File: src/hdl/pboa_map.vh
// constants for the processor bus ownership arbiter
`ifndef PBOA_MAP_VH
`define PBOA_MAP_VH
`define PBOA_CLK_NS        5
`define PBOA_TMO_US        15
`define PBOA_TMO_CYC       ((`PBOA_TMO_US * 1000) / `PBOA_CLK_NS)
`define PBOA_TMO_W         12
`define PBOA_CMP_DLY_NS    50
`define PBOA_CMP_DLY_CYC   ((`PBOA_CMP_DLY_NS + `PBOA_CLK_NS - 1) / `PBOA_CLK_NS)
`define PBOA_DLY_W         4
`define PBOA_LVL_W         4
`define PBOA_PRI_W         3
`define PBOA_PRI_BASE      3'h4
`define PBOA_DATA_W        16
`define PBOA_ST_IDLE       4'h1
`define PBOA_ST_GRANT      4'h2
`define PBOA_ST_WAIT_ACK   4'h4
`define PBOA_ST_LENT       4'h8
`endif

File: src/hdl/pboa_sync.v
// two-stage synchroniser for a group of pin inputs
`timescale 1ns/10ps
`default_nettype none
module pboa_sync #(
  parameter W = 1
) (
  input  wire         clock,   // system clock
  input  wire         arst_n,  // async reset
  input  wire [W-1:0] d,       // raw pins
  output reg  [W-1:0] q        // synchronised
);
  reg [W-1:0] meta_r;
  always @(posedge clock or negedge arst_n) begin
    if (!arst_n) begin
      meta_r <= {W{1'b0}};
      q      <= {W{1'b0}};
    end else begin
      meta_r <= d;
      q      <= meta_r;
    end
  end
endmodule // pboa_sync
`default_nettype wire

File: src/hdl/pboa_timeout.v
// enableable bus timeout counter with sticky expiry flag
`timescale 1ns/10ps
`default_nettype none
`include "pboa_map.vh"
module pboa_timeout #(
  parameter TMO_CYC = `PBOA_TMO_CYC
) (
  input  wire clock,     // system clock
  input  wire arst_n,    // async reset
  input  wire run,       // waiting for answer
  input  wire disable_t, // maintenance disable
  input  wire clear,     // clear expiry flag
  output reg  expired    // sticky expiry
);
  // cut to the counter width on purpose; the count must fit in it
  localparam integer LAST_I = TMO_CYC - 1;
  localparam [`PBOA_TMO_W-1:0] LAST = LAST_I[`PBOA_TMO_W-1:0];
  reg [`PBOA_TMO_W-1:0] cnt_r;
  wire hit = run && !disable_t && (cnt_r == LAST);
  always @(posedge clock or negedge arst_n) begin
    if (!arst_n) begin
      cnt_r   <= {`PBOA_TMO_W{1'b0}};
      expired <= 1'b0;
    end else begin
      if (!run || disable_t)
        cnt_r <= {`PBOA_TMO_W{1'b0}};
      else if (!hit)
        cnt_r <= cnt_r + 1'b1;
      // set wins over clear
      if (hit)
        expired <= 1'b1;
      else if (clear)
        expired <= 1'b0;
    end
  end
endmodule // pboa_timeout
`default_nettype wire

File: src/hdl/pboa_arbiter.v
// processor bus ownership arbiter: requests, grants, register answer, timeouts
`timescale 1ns/10ps
`default_nettype none
`include "pboa_map.vh"
module pboa_arbiter #(
  parameter TMO_CYC = `PBOA_TMO_CYC
) (
  input  wire                      clock,             // system clock
  input  wire                      arst_n,            // async reset
  // processor-side events (same domain)
  input  wire                      bus_cycle_begin,   // processor wants a data cycle
  input  wire                      cycle_end,         // processor cycle terminated
  input  wire                      clock_restart,     // clock logic restarted
  input  wire                      service_branch_test, // branch test in service flow
  input  wire                      instruction_load_clock, // ir load, overlap fetch
  input  wire                      cycle_is_datip,    // current cycle is read-pause
  input  wire                      cycle_is_dato,     // current cycle is write
  input  wire                      console_op,        // console operation active
  input  wire                      remote_begin,      // remote load-address start
  input  wire                      stack_limit_fitted, // stack-limit option present
  input  wire [`PBOA_PRI_W-1:0]    status_priority,   // status word priority
  input  wire                      end_of_instruction, // service point reached
  input  wire                      no_ack_timeout_flag_disable,    // maintenance disable
  input  wire                      no_data_timeout_flag_disable,     // maintenance disable
  input  wire                      no_data_timeout_flag_ack,         // trap taken, clear flag
  // bus pins
  input  wire                      bus_msyn,          // bus master sync
  input  wire                      bus_ssyn_in,       // peripheral slave sync
  input  wire                      bus_sack,          // selection ack
  input  wire                      bus_npr,           // non-processor request
  input  wire [`PBOA_LVL_W-1:0]    bus_br,            // requests levels 7..4
  input  wire                      console_halt,      // halt switch
  input  wire                      ac_low,            // ac power low
  input  wire                      external_request_clock, // option clock
  input  wire                      status_reg_select, // address decode
  input  wire                      switch_reg_select, // address decode
  input  wire                      stack_limit_select, // address decode
  input  wire                      scratch_select,    // scratch-pad decode
  input  wire                      bus_write,         // control decode: write
  input  wire [`PBOA_DATA_W-1:0]   reg_read_data,     // selected register data
  input  wire [`PBOA_DATA_W-1:0]   switch_data,       // switch register value
  input  wire [`PBOA_DATA_W-1:0]   bus_data_in,       // bus data lines
  output reg                       owns_bus_flag,     // processor owns bus
  output wire                      cycle_start,       // processor cycle may start
  output reg                       dma_request_flag,  // dma request held
  output reg                       priority_request_flag, // priority request held
  output reg                       console_halt_request_flag, // halt held
  output wire                      service_request,   // branch to service
  output reg                       npg_out,           // non-processor grant
  output reg  [`PBOA_LVL_W-1:0]    bg_out,            // level grants 7..4
  output reg                       ssyn_out,          // slave sync answer
  output reg                       reg_clock,         // register clock pulse
  output reg  [`PBOA_DATA_W-1:0]   bus_data_out,      // read data to bus
  output reg                       bus_data_oe,       // drive bus data
  output reg  [`PBOA_DATA_W-1:0]   internal_data_mux, // write data inward
  output reg                       switch_data_gate,  // switch data enabled
  output wire                      no_ack_timeout_flag, // sack timeout
  output wire                      no_data_timeout_flag, // ssyn timeout
  output wire                      microprogram_forced_jump // trap jump
);
  localparam [3:0] ST_IDLE = `PBOA_ST_IDLE;
  localparam [3:0] ST_GRANT = `PBOA_ST_GRANT;
  localparam [3:0] ST_WAIT_ACK = `PBOA_ST_WAIT_ACK;
  localparam [3:0] ST_LENT = `PBOA_ST_LENT;
  localparam integer DLY_I = `PBOA_CMP_DLY_CYC;
  localparam [`PBOA_DLY_W-1:0] DLY_LAST = DLY_I[`PBOA_DLY_W-1:0];

  ////////////////////////////////////////////////////////////////////////////
  // pin synchronisers
  // every bus pin except the data lines bus_data_in, reg_read_data and switch_data is asynchronous to the processor clock: two cycles late
  wire [`PBOA_LVL_W-1:0] br_s;
  wire msyn_s, ssyn_s, sack_s, npr_s, halt_s, aclo_s, extclk_s;
  wire ps_s, sr_s, sl_s, sp_s, wr_s;
  pboa_sync #(.W(`PBOA_LVL_W + 12)) u_sync (
    .clock  (clock),
    .arst_n (arst_n),
    .d      ({bus_br, bus_msyn, bus_ssyn_in, bus_sack, bus_npr, console_halt, ac_low,
              external_request_clock, status_reg_select, switch_reg_select,
              stack_limit_select, scratch_select, bus_write}),
    .q      ({br_s, msyn_s, ssyn_s, sack_s, npr_s, halt_s, aclo_s, extclk_s,
              ps_s, sr_s, sl_s, sp_s, wr_s})
  );

  reg msyn_d_r, ext_d_r, proc_cycle_r, read_pause_r, release_r;
  reg [3:0] state_r;
  wire msyn_rise = msyn_s && !msyn_d_r;
  wire ext_rise  = extclk_s && !ext_d_r;

  ////////////////////////////////////////////////////////////////////////////
  // request clocks
  // msyn clocks priority requests only when the processor is not the master; any msyn rise clocks dma requests
  wire msyn_clk  = msyn_rise && !proc_cycle_r;
  wire p_msyn    = msyn_rise && proc_cycle_r;
  wire wait_clk  = service_branch_test || ext_rise;
  wire dma_request_clock = msyn_clk || clock_restart || bus_cycle_begin
                           || service_branch_test || p_msyn
                           || instruction_load_clock || ext_rise;
  wire dma_data  = npr_s && !aclo_s && !console_op && !read_pause_r;
  wire priority_request_clock = msyn_clk || service_branch_test
                                || instruction_load_clock;

  ////////////////////////////////////////////////////////////////////////////
  // priority comparison and one-shot delay
  wire [`PBOA_LVL_W-1:0] above;
  reg  [`PBOA_LVL_W-1:0] top_lvl;
  wire request_above_priority = |above;
  genvar g;
  generate
    for (g = 0; g < `PBOA_LVL_W; g = g + 1) begin : g_cmp
      // level number of this request line, lowest line is the base level
      localparam integer LVL_I = `PBOA_PRI_BASE + g;
      localparam [`PBOA_PRI_W-1:0] LVL = LVL_I[`PBOA_PRI_W-1:0];
      assign above[g] = br_s[g] && (LVL > status_priority);
    end
  endgenerate
  integer i;
  always @* begin
    top_lvl = {`PBOA_LVL_W{1'b0}};
    for (i = 0; i < `PBOA_LVL_W; i = i + 1)
      if (above[i])
        top_lvl = {`PBOA_LVL_W{1'b0}} | ({{(`PBOA_LVL_W-1){1'b0}}, 1'b1} << i);
  end

  reg [`PBOA_DLY_W-1:0] delay_r;
  reg                   delay_run_r;
  wire priority_compare_delay = delay_run_r && (delay_r == DLY_LAST);

  always @(posedge clock or negedge arst_n) begin
    if (!arst_n) begin
      delay_r     <= {`PBOA_DLY_W{1'b0}};
      delay_run_r <= 1'b0;
    end else if (priority_request_clock) begin
      delay_r     <= {`PBOA_DLY_W{1'b0}};
      delay_run_r <= 1'b1;
    end else if (priority_compare_delay) begin
      delay_run_r <= 1'b0;
    end else if (delay_run_r) begin
      delay_r <= delay_r + 1'b1;
    end
  end

  ////////////////////////////////////////////////////////////////////////////
  // request flags, ownership, read-pause
  wire grant_npr = dma_request_flag && state_r == ST_IDLE && !proc_cycle_r;
  wire issue_level_grant  = end_of_instruction && priority_request_flag && state_r == ST_IDLE
                   && !proc_cycle_r && !dma_request_flag;
  wire regained  = (state_r == ST_WAIT_ACK && no_ack_timeout_flag)
                   || (state_r == ST_LENT && !msyn_s && !sack_s);
  // a request caught by this very strobe wins over the processor cycle;
  // the processor must strobe again once the dma transfer is over
  assign cycle_start = bus_cycle_begin && owns_bus_flag && !ssyn_s
                       && !release_r && !dma_request_flag
                       && !dma_data;
  assign service_request = priority_request_flag
                           || console_halt_request_flag;

  always @(posedge clock or negedge arst_n) begin
    if (!arst_n) begin
      msyn_d_r   <= 1'b0;
      ext_d_r    <= 1'b0;
      dma_request_flag <= 1'b0;
      priority_request_flag <= 1'b0;
      console_halt_request_flag <= 1'b0;
      owns_bus_flag <= 1'b1;
      proc_cycle_r <= 1'b0;
      read_pause_r <= 1'b0;
      release_r  <= 1'b0;
    end else begin
      msyn_d_r <= msyn_s;
      ext_d_r  <= extclk_s;
      if (dma_request_clock)
        dma_request_flag <= dma_data;
      else if (grant_npr)
        dma_request_flag <= 1'b0;
      if (priority_compare_delay) begin
        priority_request_flag <= request_above_priority;
        console_halt_request_flag <= halt_s;
      end else if (issue_level_grant) begin
        priority_request_flag <= 1'b0;
      end
      if (cycle_start)
        proc_cycle_r <= 1'b1;
      else if (cycle_end)
        proc_cycle_r <= 1'b0;
      // paired dato closes the read-pause window
      if (cycle_start && cycle_is_datip)
        read_pause_r <= 1'b1;
      else if (cycle_start && cycle_is_dato)
        read_pause_r <= 1'b0;
      // ownership: dma load and wait clocks drop it, regaining restores it
      if ((dma_request_clock && dma_data) || wait_clk)
        owns_bus_flag <= 1'b0;
      else if (regained || (state_r == ST_IDLE && !dma_request_flag))
        owns_bus_flag <= 1'b1;
      else if (cycle_start || cycle_end)
        owns_bus_flag <= owns_bus_flag;
      release_r <= (state_r != ST_IDLE);
    end
  end

  ////////////////////////////////////////////////////////////////////////////
  // grant state machine
  reg [3:0] state_nxt;
  always @* begin
    state_nxt = state_r;
    case (state_r)
      ST_IDLE:     if (grant_npr || issue_level_grant) state_nxt = ST_GRANT;
      ST_GRANT:    state_nxt = ST_WAIT_ACK;
      ST_WAIT_ACK: if (sack_s) state_nxt = ST_LENT;
                   else if (no_ack_timeout_flag) state_nxt = ST_IDLE;
      ST_LENT:     if (regained) state_nxt = ST_IDLE;
      default:     state_nxt = ST_IDLE;
    endcase
  end

  always @(posedge clock or negedge arst_n) begin
    if (!arst_n) begin
      state_r <= ST_IDLE;
      npg_out <= 1'b0;
      bg_out  <= {`PBOA_LVL_W{1'b0}};
    end else begin
      state_r <= state_nxt;
      if (state_r == ST_IDLE && grant_npr)
        npg_out <= 1'b1;
      else if (state_r == ST_IDLE && issue_level_grant)
        bg_out <= top_lvl;
      else if (sack_s || state_nxt == ST_IDLE) begin
        npg_out <= 1'b0;
        bg_out  <= {`PBOA_LVL_W{1'b0}};
      end
    end
  end

  ////////////////////////////////////////////////////////////////////////////
  // timeouts
  // the no-ack count only runs while a grant waits for its sack
  pboa_timeout #(.TMO_CYC(TMO_CYC)) u_no_ack_timeout_flag (
    .clock     (clock),
    .arst_n    (arst_n),
    .run       (state_r == ST_WAIT_ACK && !sack_s),
    .disable_t (no_ack_timeout_flag_disable),
    .clear     (state_r == ST_IDLE),
    .expired   (no_ack_timeout_flag)
  );
  pboa_timeout #(.TMO_CYC(TMO_CYC)) u_no_data_timeout_flag (
    .clock     (clock),
    .arst_n    (arst_n),
    .run       (proc_cycle_r && !ssyn_s),
    .disable_t (no_data_timeout_flag_disable),
    .clear     (no_data_timeout_flag_ack),
    .expired   (no_data_timeout_flag)
  );
  assign microprogram_forced_jump = no_data_timeout_flag;

  ////////////////////////////////////////////////////////////////////////////
  // register answer on bus references
  wire hit_reg = msyn_s && (ps_s || sr_s || (sl_s && stack_limit_fitted))
                 && !sp_s;
  wire gate_sw = sr_s && !remote_begin;
  always @(posedge clock or negedge arst_n) begin
    if (!arst_n) begin
      ssyn_out          <= 1'b0;
      reg_clock         <= 1'b0;
      bus_data_out      <= {`PBOA_DATA_W{1'b0}};
      bus_data_oe       <= 1'b0;
      internal_data_mux <= {`PBOA_DATA_W{1'b0}};
      switch_data_gate  <= 1'b0;
    end else begin
      ssyn_out         <= hit_reg;
      reg_clock        <= hit_reg && !ssyn_out && wr_s;
      switch_data_gate <= gate_sw;
      bus_data_oe      <= hit_reg && !wr_s && !(sr_s && remote_begin);
      if (hit_reg && !wr_s)
        bus_data_out <= gate_sw ? switch_data : reg_read_data;
      if (hit_reg && wr_s)
        internal_data_mux <= bus_data_in;
    end
  end
endmodule // pboa_arbiter
`default_nettype wire

File: config.mk
export PLATFORM = sky130hd
export DESIGN_NAME = pboa_arbiter
export DESIGN_NICKNAME = d
export VERILOG_FILES = /design/src/hdl/pboa_sync.v /design/src/hdl/pboa_timeout.v /design/src/hdl/pboa_arbiter.v
export VERILOG_INCLUDE_DIRS = /design/src /design/src/hdl
export SDC_FILE = /design/constraint.sdc
export NUM_CORES = 1
export LEC_CHECK = 0
export BUFFER_PORTS_ARGS = -buffer_cell sky130_fd_sc_hd__buf_2
export CAP_MARGIN = 0
export CELL_PAD_IN_SITES_DETAIL_PLACEMENT = 0
export CELL_PAD_IN_SITES_GLOBAL_PLACEMENT = 2
export CORE_MARGIN = 4
export CORE_UTILIZATION = 33
export CTS_BUF_LIST = sky130_fd_sc_hd__clkbuf_8 sky130_fd_sc_hd__clkbuf_16
export CTS_CLUSTER_SIZE = 10
export DETAILED_ROUTE_END_ITERATION = 10
export GPL_ROUTABILITY_DRIVEN = 0
export PLACE_DENSITY = 0.79
export SYNTH_ARGS = -nofsm -noshare
export SYNTH_HDL_FRONTEND = slang
export SYNTH_SLANG_ARGS = --single-unit
File: constraint.sdc
create_clock -name clock -period 3.1 [get_ports clock]
set_input_delay 0.155 -clock clock [delete_from_list [all_inputs] [get_ports clock]]
set_output_delay 0.155 -clock clock [all_outputs]
set_load 0.02 [all_outputs]
# ---- Word level (Yosys, flattened, before mapping)
# Index checks and enable logic that the tools add are counted.
dict set report op_classes {
  n_addsub 3
  magnitude_cmp 4
  eq_ne 13
  muxes 38
  bitwise_logic 1
  reduce_logical 103
}
# cell count
set ops {}
lappend ops {{logical AND 1 bit} 48}
lappend ops {{two-way mux 12 bit} 4}
lappend ops {{two-way mux 4 bit} 10}
lappend ops {{adder 12 x 1 -> 12 bit, second input constant} 2}
lappend ops {{equality test 12 bit, second input constant} 2}
lappend ops {{nonzero test 2 bit} 11}
lappend ops {{zero test 1 bit} 21}
lappend ops {{two-way mux 1 bit} 20}
lappend ops {{logical OR 1 bit} 19}
lappend ops {{two-way mux 16 bit} 1}
lappend ops {{case mux 4 bit (4 select lines)} 1}
lappend ops {{greater-than comparator 3 bit, first input constant} 4}
lappend ops {{equality test 4 x 1 -> 1 bit, second input constant} 2}
lappend ops {{equality test 4 bit, second input constant} 2}
lappend ops {{!= test 2 bit, second input constant} 4}
lappend ops {{AND reduction 2 bit} 3}
lappend ops {{adder 4 x 1 -> 4 bit, second input constant} 1}
lappend ops {{equality test 4 x 2 -> 1 bit, second input constant} 1}
lappend ops {{equality test 4 x 3 -> 1 bit, second input constant} 1}
lappend ops {{!= test 4 x 1 -> 1 bit, second input constant} 1}
lappend ops {{OR reduction 4 bit} 1}
lappend ops {{two-way mux 3 bit} 1}
lappend ops {{two-way mux 2 bit} 1}
lappend ops {{NOT 1 bit} 1}
dict set report totals {
  regBits 117
  inputBits 83
  wordCells 188
}

# ---- Depth between registers and ports, before layout
dict set report logic_depth {
  word_depth 12
  depth_mapped 7
}

# ---- Modules after synthesis
# Synthesis repeated with hierarchy kept, for this count alone.
dict set report unflattened {
  cells_unflattened 422
  hier_area_um2 4887.2
}
# mod n_inst cells_per_inst area_per_inst_um2 seq_area_each_um2
set modules_own_cells {}
lappend modules_own_cells {pboa_arbiter 1 240 2667.6 1478.9}
lappend modules_own_cells {pboa_timeout 2 75 709.4 325.3}
lappend modules_own_cells {pboa_sync 1 32 800.8 800.8}

# ---- Least setup slack after synthesis
# OpenSTA, ideal clock, no wires.
dict set report synth_timing {
  kind {register to register}
  start {register state_r[3]}
  end {register bg_out[0]}
  arrival_ns 2.045
  setup_slack_ns 0.991
  path_stages_with_launch 8
  path_buffers 3
  cell_sequence {dfrtp_1 buf_6 or4b_4 buf_6 or4_1 buf_2 nor4_2 a21o_1}
}
dict set report synth_between {
  elab_chain_len 11
  elab_cells_between_ends 27
  cone_classes {eq/ne: 5; mux: 6; bitwise: 1; reduce/logical: 15}
}
# item line
set synth_rtl {}
lappend synth_rtl {{start, declared} pboa_arbiter.v:85} ;# reg [3:0] state_r;
lappend synth_rtl {{start signal, assigned} pboa_arbiter.v:222} ;# state_r <= state_nxt;
lappend synth_rtl {{equality test 4 x 1 -> 1 bit} n/a}
lappend synth_rtl {{logical AND 1 bit} pboa_arbiter.v:145} ;# wire issue_level_grant = end_of_instruction && priority_request_flag && state_r == ST_IDLE
lappend synth_rtl {{logical AND 1 bit (2 in series)} pboa_arbiter.v:146} ;# && !proc_cycle_r && !dma_request_flag;
lappend synth_rtl {{logical OR 1 bit} pboa_arbiter.v:207} ;# ST_IDLE: if (grant_npr || issue_level_grant) state_nxt = ST_GRANT;
lappend synth_rtl {{two-way mux 4 bit} pboa_arbiter.v:207}
lappend synth_rtl {{case mux 4 bit (4 select lines)} pboa_arbiter.v:206} ;# case (state_r)
lappend synth_rtl {{equality test 4 x 1 -> 1 bit} pboa_arbiter.v:227} ;# else if (sack_s || state_nxt == ST_IDLE) begin
lappend synth_rtl {{logical OR 1 bit} pboa_arbiter.v:227}
lappend synth_rtl {{nonzero test 2 bit (no source line)} n/a}
lappend synth_rtl {{AND reduction 2 bit (no source line)} n/a}
lappend synth_rtl {{end signal, assigned} pboa_arbiter.v:220} ;# bg_out <= {`PBOA_LVL_W{1'b0}};
lappend synth_rtl {{end signal, assigned} pboa_arbiter.v:226} ;# bg_out <= top_lvl;
lappend synth_rtl {{end signal, assigned} pboa_arbiter.v:229} ;# bg_out <= {`PBOA_LVL_W{1'b0}};
lappend synth_rtl {{end, declared} pboa_arbiter.v:50} ;# output reg [`PBOA_LVL_W-1:0] bg_out,
# Parallel ways exist; a longest one is shown, timed or not.
# A chain may end at the register's enable or synchronous reset.

# ---- Final worst setup path
# Ends and elaborated chain as after synthesis.

==> results.cfg <==
[die]
dieWidth_um = 127
floorplan.initialDensity_pct = 33.6
num_rows = 43
area_enclosed_by_the_die_boundary_sq_um = 16100
design.core.area_sq_um = 13900
i_o_pin_cnt = 133
floorplan.die.height_um = 127

[timing]
min_period_over_period_pct = 68.8
grt_setup_unrepaired = no
clock_skews_ns = 0.0129
timing.fmax_ghz = 0.469
max_slew.worst_pin.slew_ns = 0.743
final-max-slew-violation-count = 0
maxSlewHeadroom_pct = 50.5
hold_violations = 0
finalSetupViolations = 0
post-route-min-period_ns = 2.13
setup_tns_ns = 0

[clock_tree]
clk_path_buf_depth = 2
cts_resized = 0
clock_latency_ns = 0.41
clk_pin_slew_ns = 0.05
tritoncts = yes
cts_setup_buffers = 0
clock_root_buffer = sky130_fd_sc_hd__clkbuf_16
cts_hold_buffers = 37
cts_num_sinks = 117
cts.htree.levels = 4
cts_inserted_buffers = 17

[placed_design]
place.port_buffers = 132
detailed_place_hpwl_um = 7500
detailed_place.area_sq_um = 5520

[final_layout]
fillers = 1305
most_used_cells_in_the_layout_excluding_fill_and_tap_cells = sky130_fd_sc_hd__buf_2 (131), sky130_fd_sc_hd__dfrtp_1 (115), sky130_fd_sc_hd__nor2_1 (52), sky130_fd_sc_hd__dlygate4sd3_1 (37), sky130_fd_sc_hd__a21oi_1 (27)
antenna_cells = 0
utilization_pct = 46.6
finalNetCount = 655
seqCellArea_sq_um = 2930
post_route_cells_drive_above_1_share_pct = 33.6
synthToLayoutAreaGrowth_pct = 38.7
final_area_sq_um = 6470
most_common_cell_after_layout_fill_and_taps_aside = sky130_fd_sc_hd__buf_2
multi_input_comb_area_sq_um = 1630

[synth]
ys_dominant_reg_cell = sky130_fd_sc_hd__dfrtp_1
synth_async_sr_flop_share_pct = 100
ys_ff_latch = 117
postSynthAreaPerCell_sq_um = 11.9
yosysWarningCount = 0
synth_seq_area_share_pct = 62.8
synth_nets = 478
number_of_synthesized_flops_with_an_enable_pin = 0
post_synth_num_cell_types = 49
syn-cell-area_sq_um = 4670
synth_cells = 391

[setup_path]
cpMaxStageDelayCell = sky130_fd_sc_hd__or4_1
crit_chain = or4b_4 > or4_1 > nor4_2 > a21o_1
timing_worst_setup_path_type = flop to flop
worst_path_largest_cell_delay_ns = 0.62
count_of_cell_instances_traversed_by_the_critical_path = 4
kind_of_cell_adding_the_most_delay_to_the_critical_path = simple AND/OR/NAND/NOR gates
count_of_buffer_and_inverter_cells_on_the_critical_path = 0
worstPathRequired_ns = 3.45
timing.critical_path.to_type = flop
critPathMaxFanout = 10
timing.critical_path.from_type = flop
ff2ff_path_depth = 4
critical_path_arrival_ns = 2.48

[run]
timing.max_cap.violations = 0

[power_and_ir_drop]
total_leakage_power_uw = 0.00301
power.ir.vdd_worst_uv = 382
pwr_density_cell_nw_per_um2 = 639

[global_route]
largest_net_degree_at_the_start_of_global_routing = 61
grt_antenna_before_repair = 0
vias_in_the_first_global_route = 3639
grt_overflow = 0
grtUsageTotal_pct = 13.8
grt_first_pass_wirelength_um = 17700

[status]
outcome = completed

[routing]
dr.pass1.iters = 4
first_iter_violations = 184
drc = 0
route.detailed.wl_per_inst_um = 13.8
avgViaCountPerCell = 4.61
antenna_left = 0
overall_via_count_from_detail_route = 3503
drt-total-wl_um = 10500

[hold_path]
min_delay_path_class = input port to flop
worst_hold_path_stage_count = 4
[worst min-delay path: stages]
cell and delay (ns):
sky130_fd_sc_hd__buf_2 0.08, sky130_fd_sc_hd__nor2_1 0.04, sky130_fd_sc_hd__o211ai_1 0.08, sky130_fd_sc_hd__a31oi_1 0.05
[cell type report]
| cell class | instances | share of cell area, % |
|---|---|---|
| clock buffer | 21 | 7.42 |
| inverter | 8 | 0.464 |
| multi-input combinational | 252 | 25.2 |
| timing repair buffer | 172 | 16.5 |
| tap | 180 | 3.48 |
| clock inverter | 10 | 1.62 |
| sequential | 117 | 45.3 |
[where the power goes]
part	internal (uW)	total [uW]	switching [uW]	leakage, uW
combinational	225	514	288	0.00126
sequential	1660	1730	68.9	0.00146
clock	1250	1890	641	0.000296
total	3140	4130	998	0.00301
[cells by family (layout without fill, tap and decap cells)]
logic type | after synthesis | after routing | synth area share [%]
DFF | 117 | 117 | 62.8
adders and majority gates | 4 | 4 | 1.07
AOI/OAI and AO/OA | 57 | 57 | 7.10
and+or+nand+nor | 138 | 138 | 15.3
muxes | 35 | 35 | 7.96
buffers and inverters | 22 | 211 | 2.41
xor gates and xnor gates | 18 | 18 | 3.38
[cells in the mapped netlist, drive strengths merged (2+ instances only)]
cell	n	area (sq um)
or2	3	18.8
nand3b	3	22.5
o2bb2ai	2	17.5
nand4b	2	17.5
nor3b	2	15.0
a21boi	2	15.0
nor4	4	31.3
ha	4	50.1
nand3	10	50.1
clkbuf	10	47.5
dfrtp	115	2880
a21o	4	30.0
nor2b	2	12.5
o21ai	13	65.1
or4	2	15.0
a21oi	27	135
or3	6	37.5
nand4	6	37.5
mux2	17	191
inv	8	30.0
and4	2	17.5
xnor2	8	70.1
nor4b	2	17.5
o211ai	2	15.0
nand2	21	78.8
or4b	4	43.8
buf	4	35.0
nand2b	4	25.0
nor2	52	195
mux2i	18	180
nor3	9	45.0
dfstp	2	52.6
xor2	10	87.6
[per-layer routing]
| layer | track usage, % | routed length (um) | vias to the layer above |
|---|---|---|---|
| li1 | - | - | 1721 |
| met3 | 4.63 | 722 | 21 |
| met1 | 17.8 | 4740 | 1650 |
| met5 | 0 | 0 | - |
| met4 | 6.62 | 232 | 0 |
| met2 | 20.8 | 4820 | 111 |
[registers in the layout (all words and copies together) (netlist names), 4 cells and up]
name / flops
internal_data_mux: 16
u_no_ack_timeout_flag.cnt_r: 12
state_r: 4
delay_r: 4
u_sync.meta_r: 16
u_sync.q: 16
bg_out: 4
bus_data_out: 16
u_no_data_timeout_flag.cnt_r: 12
[worst paths after layout]
| check | from | endpoint | slack (ns) |
|---|---|---|---|
| min reg2reg | u_sync.meta_r[1] | u_sync.q[1] | 0.34 |
| max in group asynchronous | arst_n | switch_data_gate | 1.97 |
| min in group asynchronous | arst_n | u_sync.q[8] | 0.34 |
| max | state_r[3] | bg_out[0] | 0.97 |
| min | no_data_timeout_flag_disable | u_no_data_timeout_flag.cnt_r[2] | 0.03 |
| max reg2reg | state_r[3] | bg_out[0] | 0.97 |
[through the flow]
stage / worst slack [ns] / total power [uW] / hold slack, ns / cells
CTS: 0.953 / 4210 / 0.0118 / 760
finish: 0.966 / 4130 / 0.0323 / 760
global placement: 0.999 / 2230 / 0.260 / 692
global route: 0.841 / 4340 / 0.0306 / 760
floorplan: 0.991 / 2010 / -0.141 / 391
detailed placement: 0.973 / 2240 / 0.265 / 692
(Power assumes the default switching activity.)
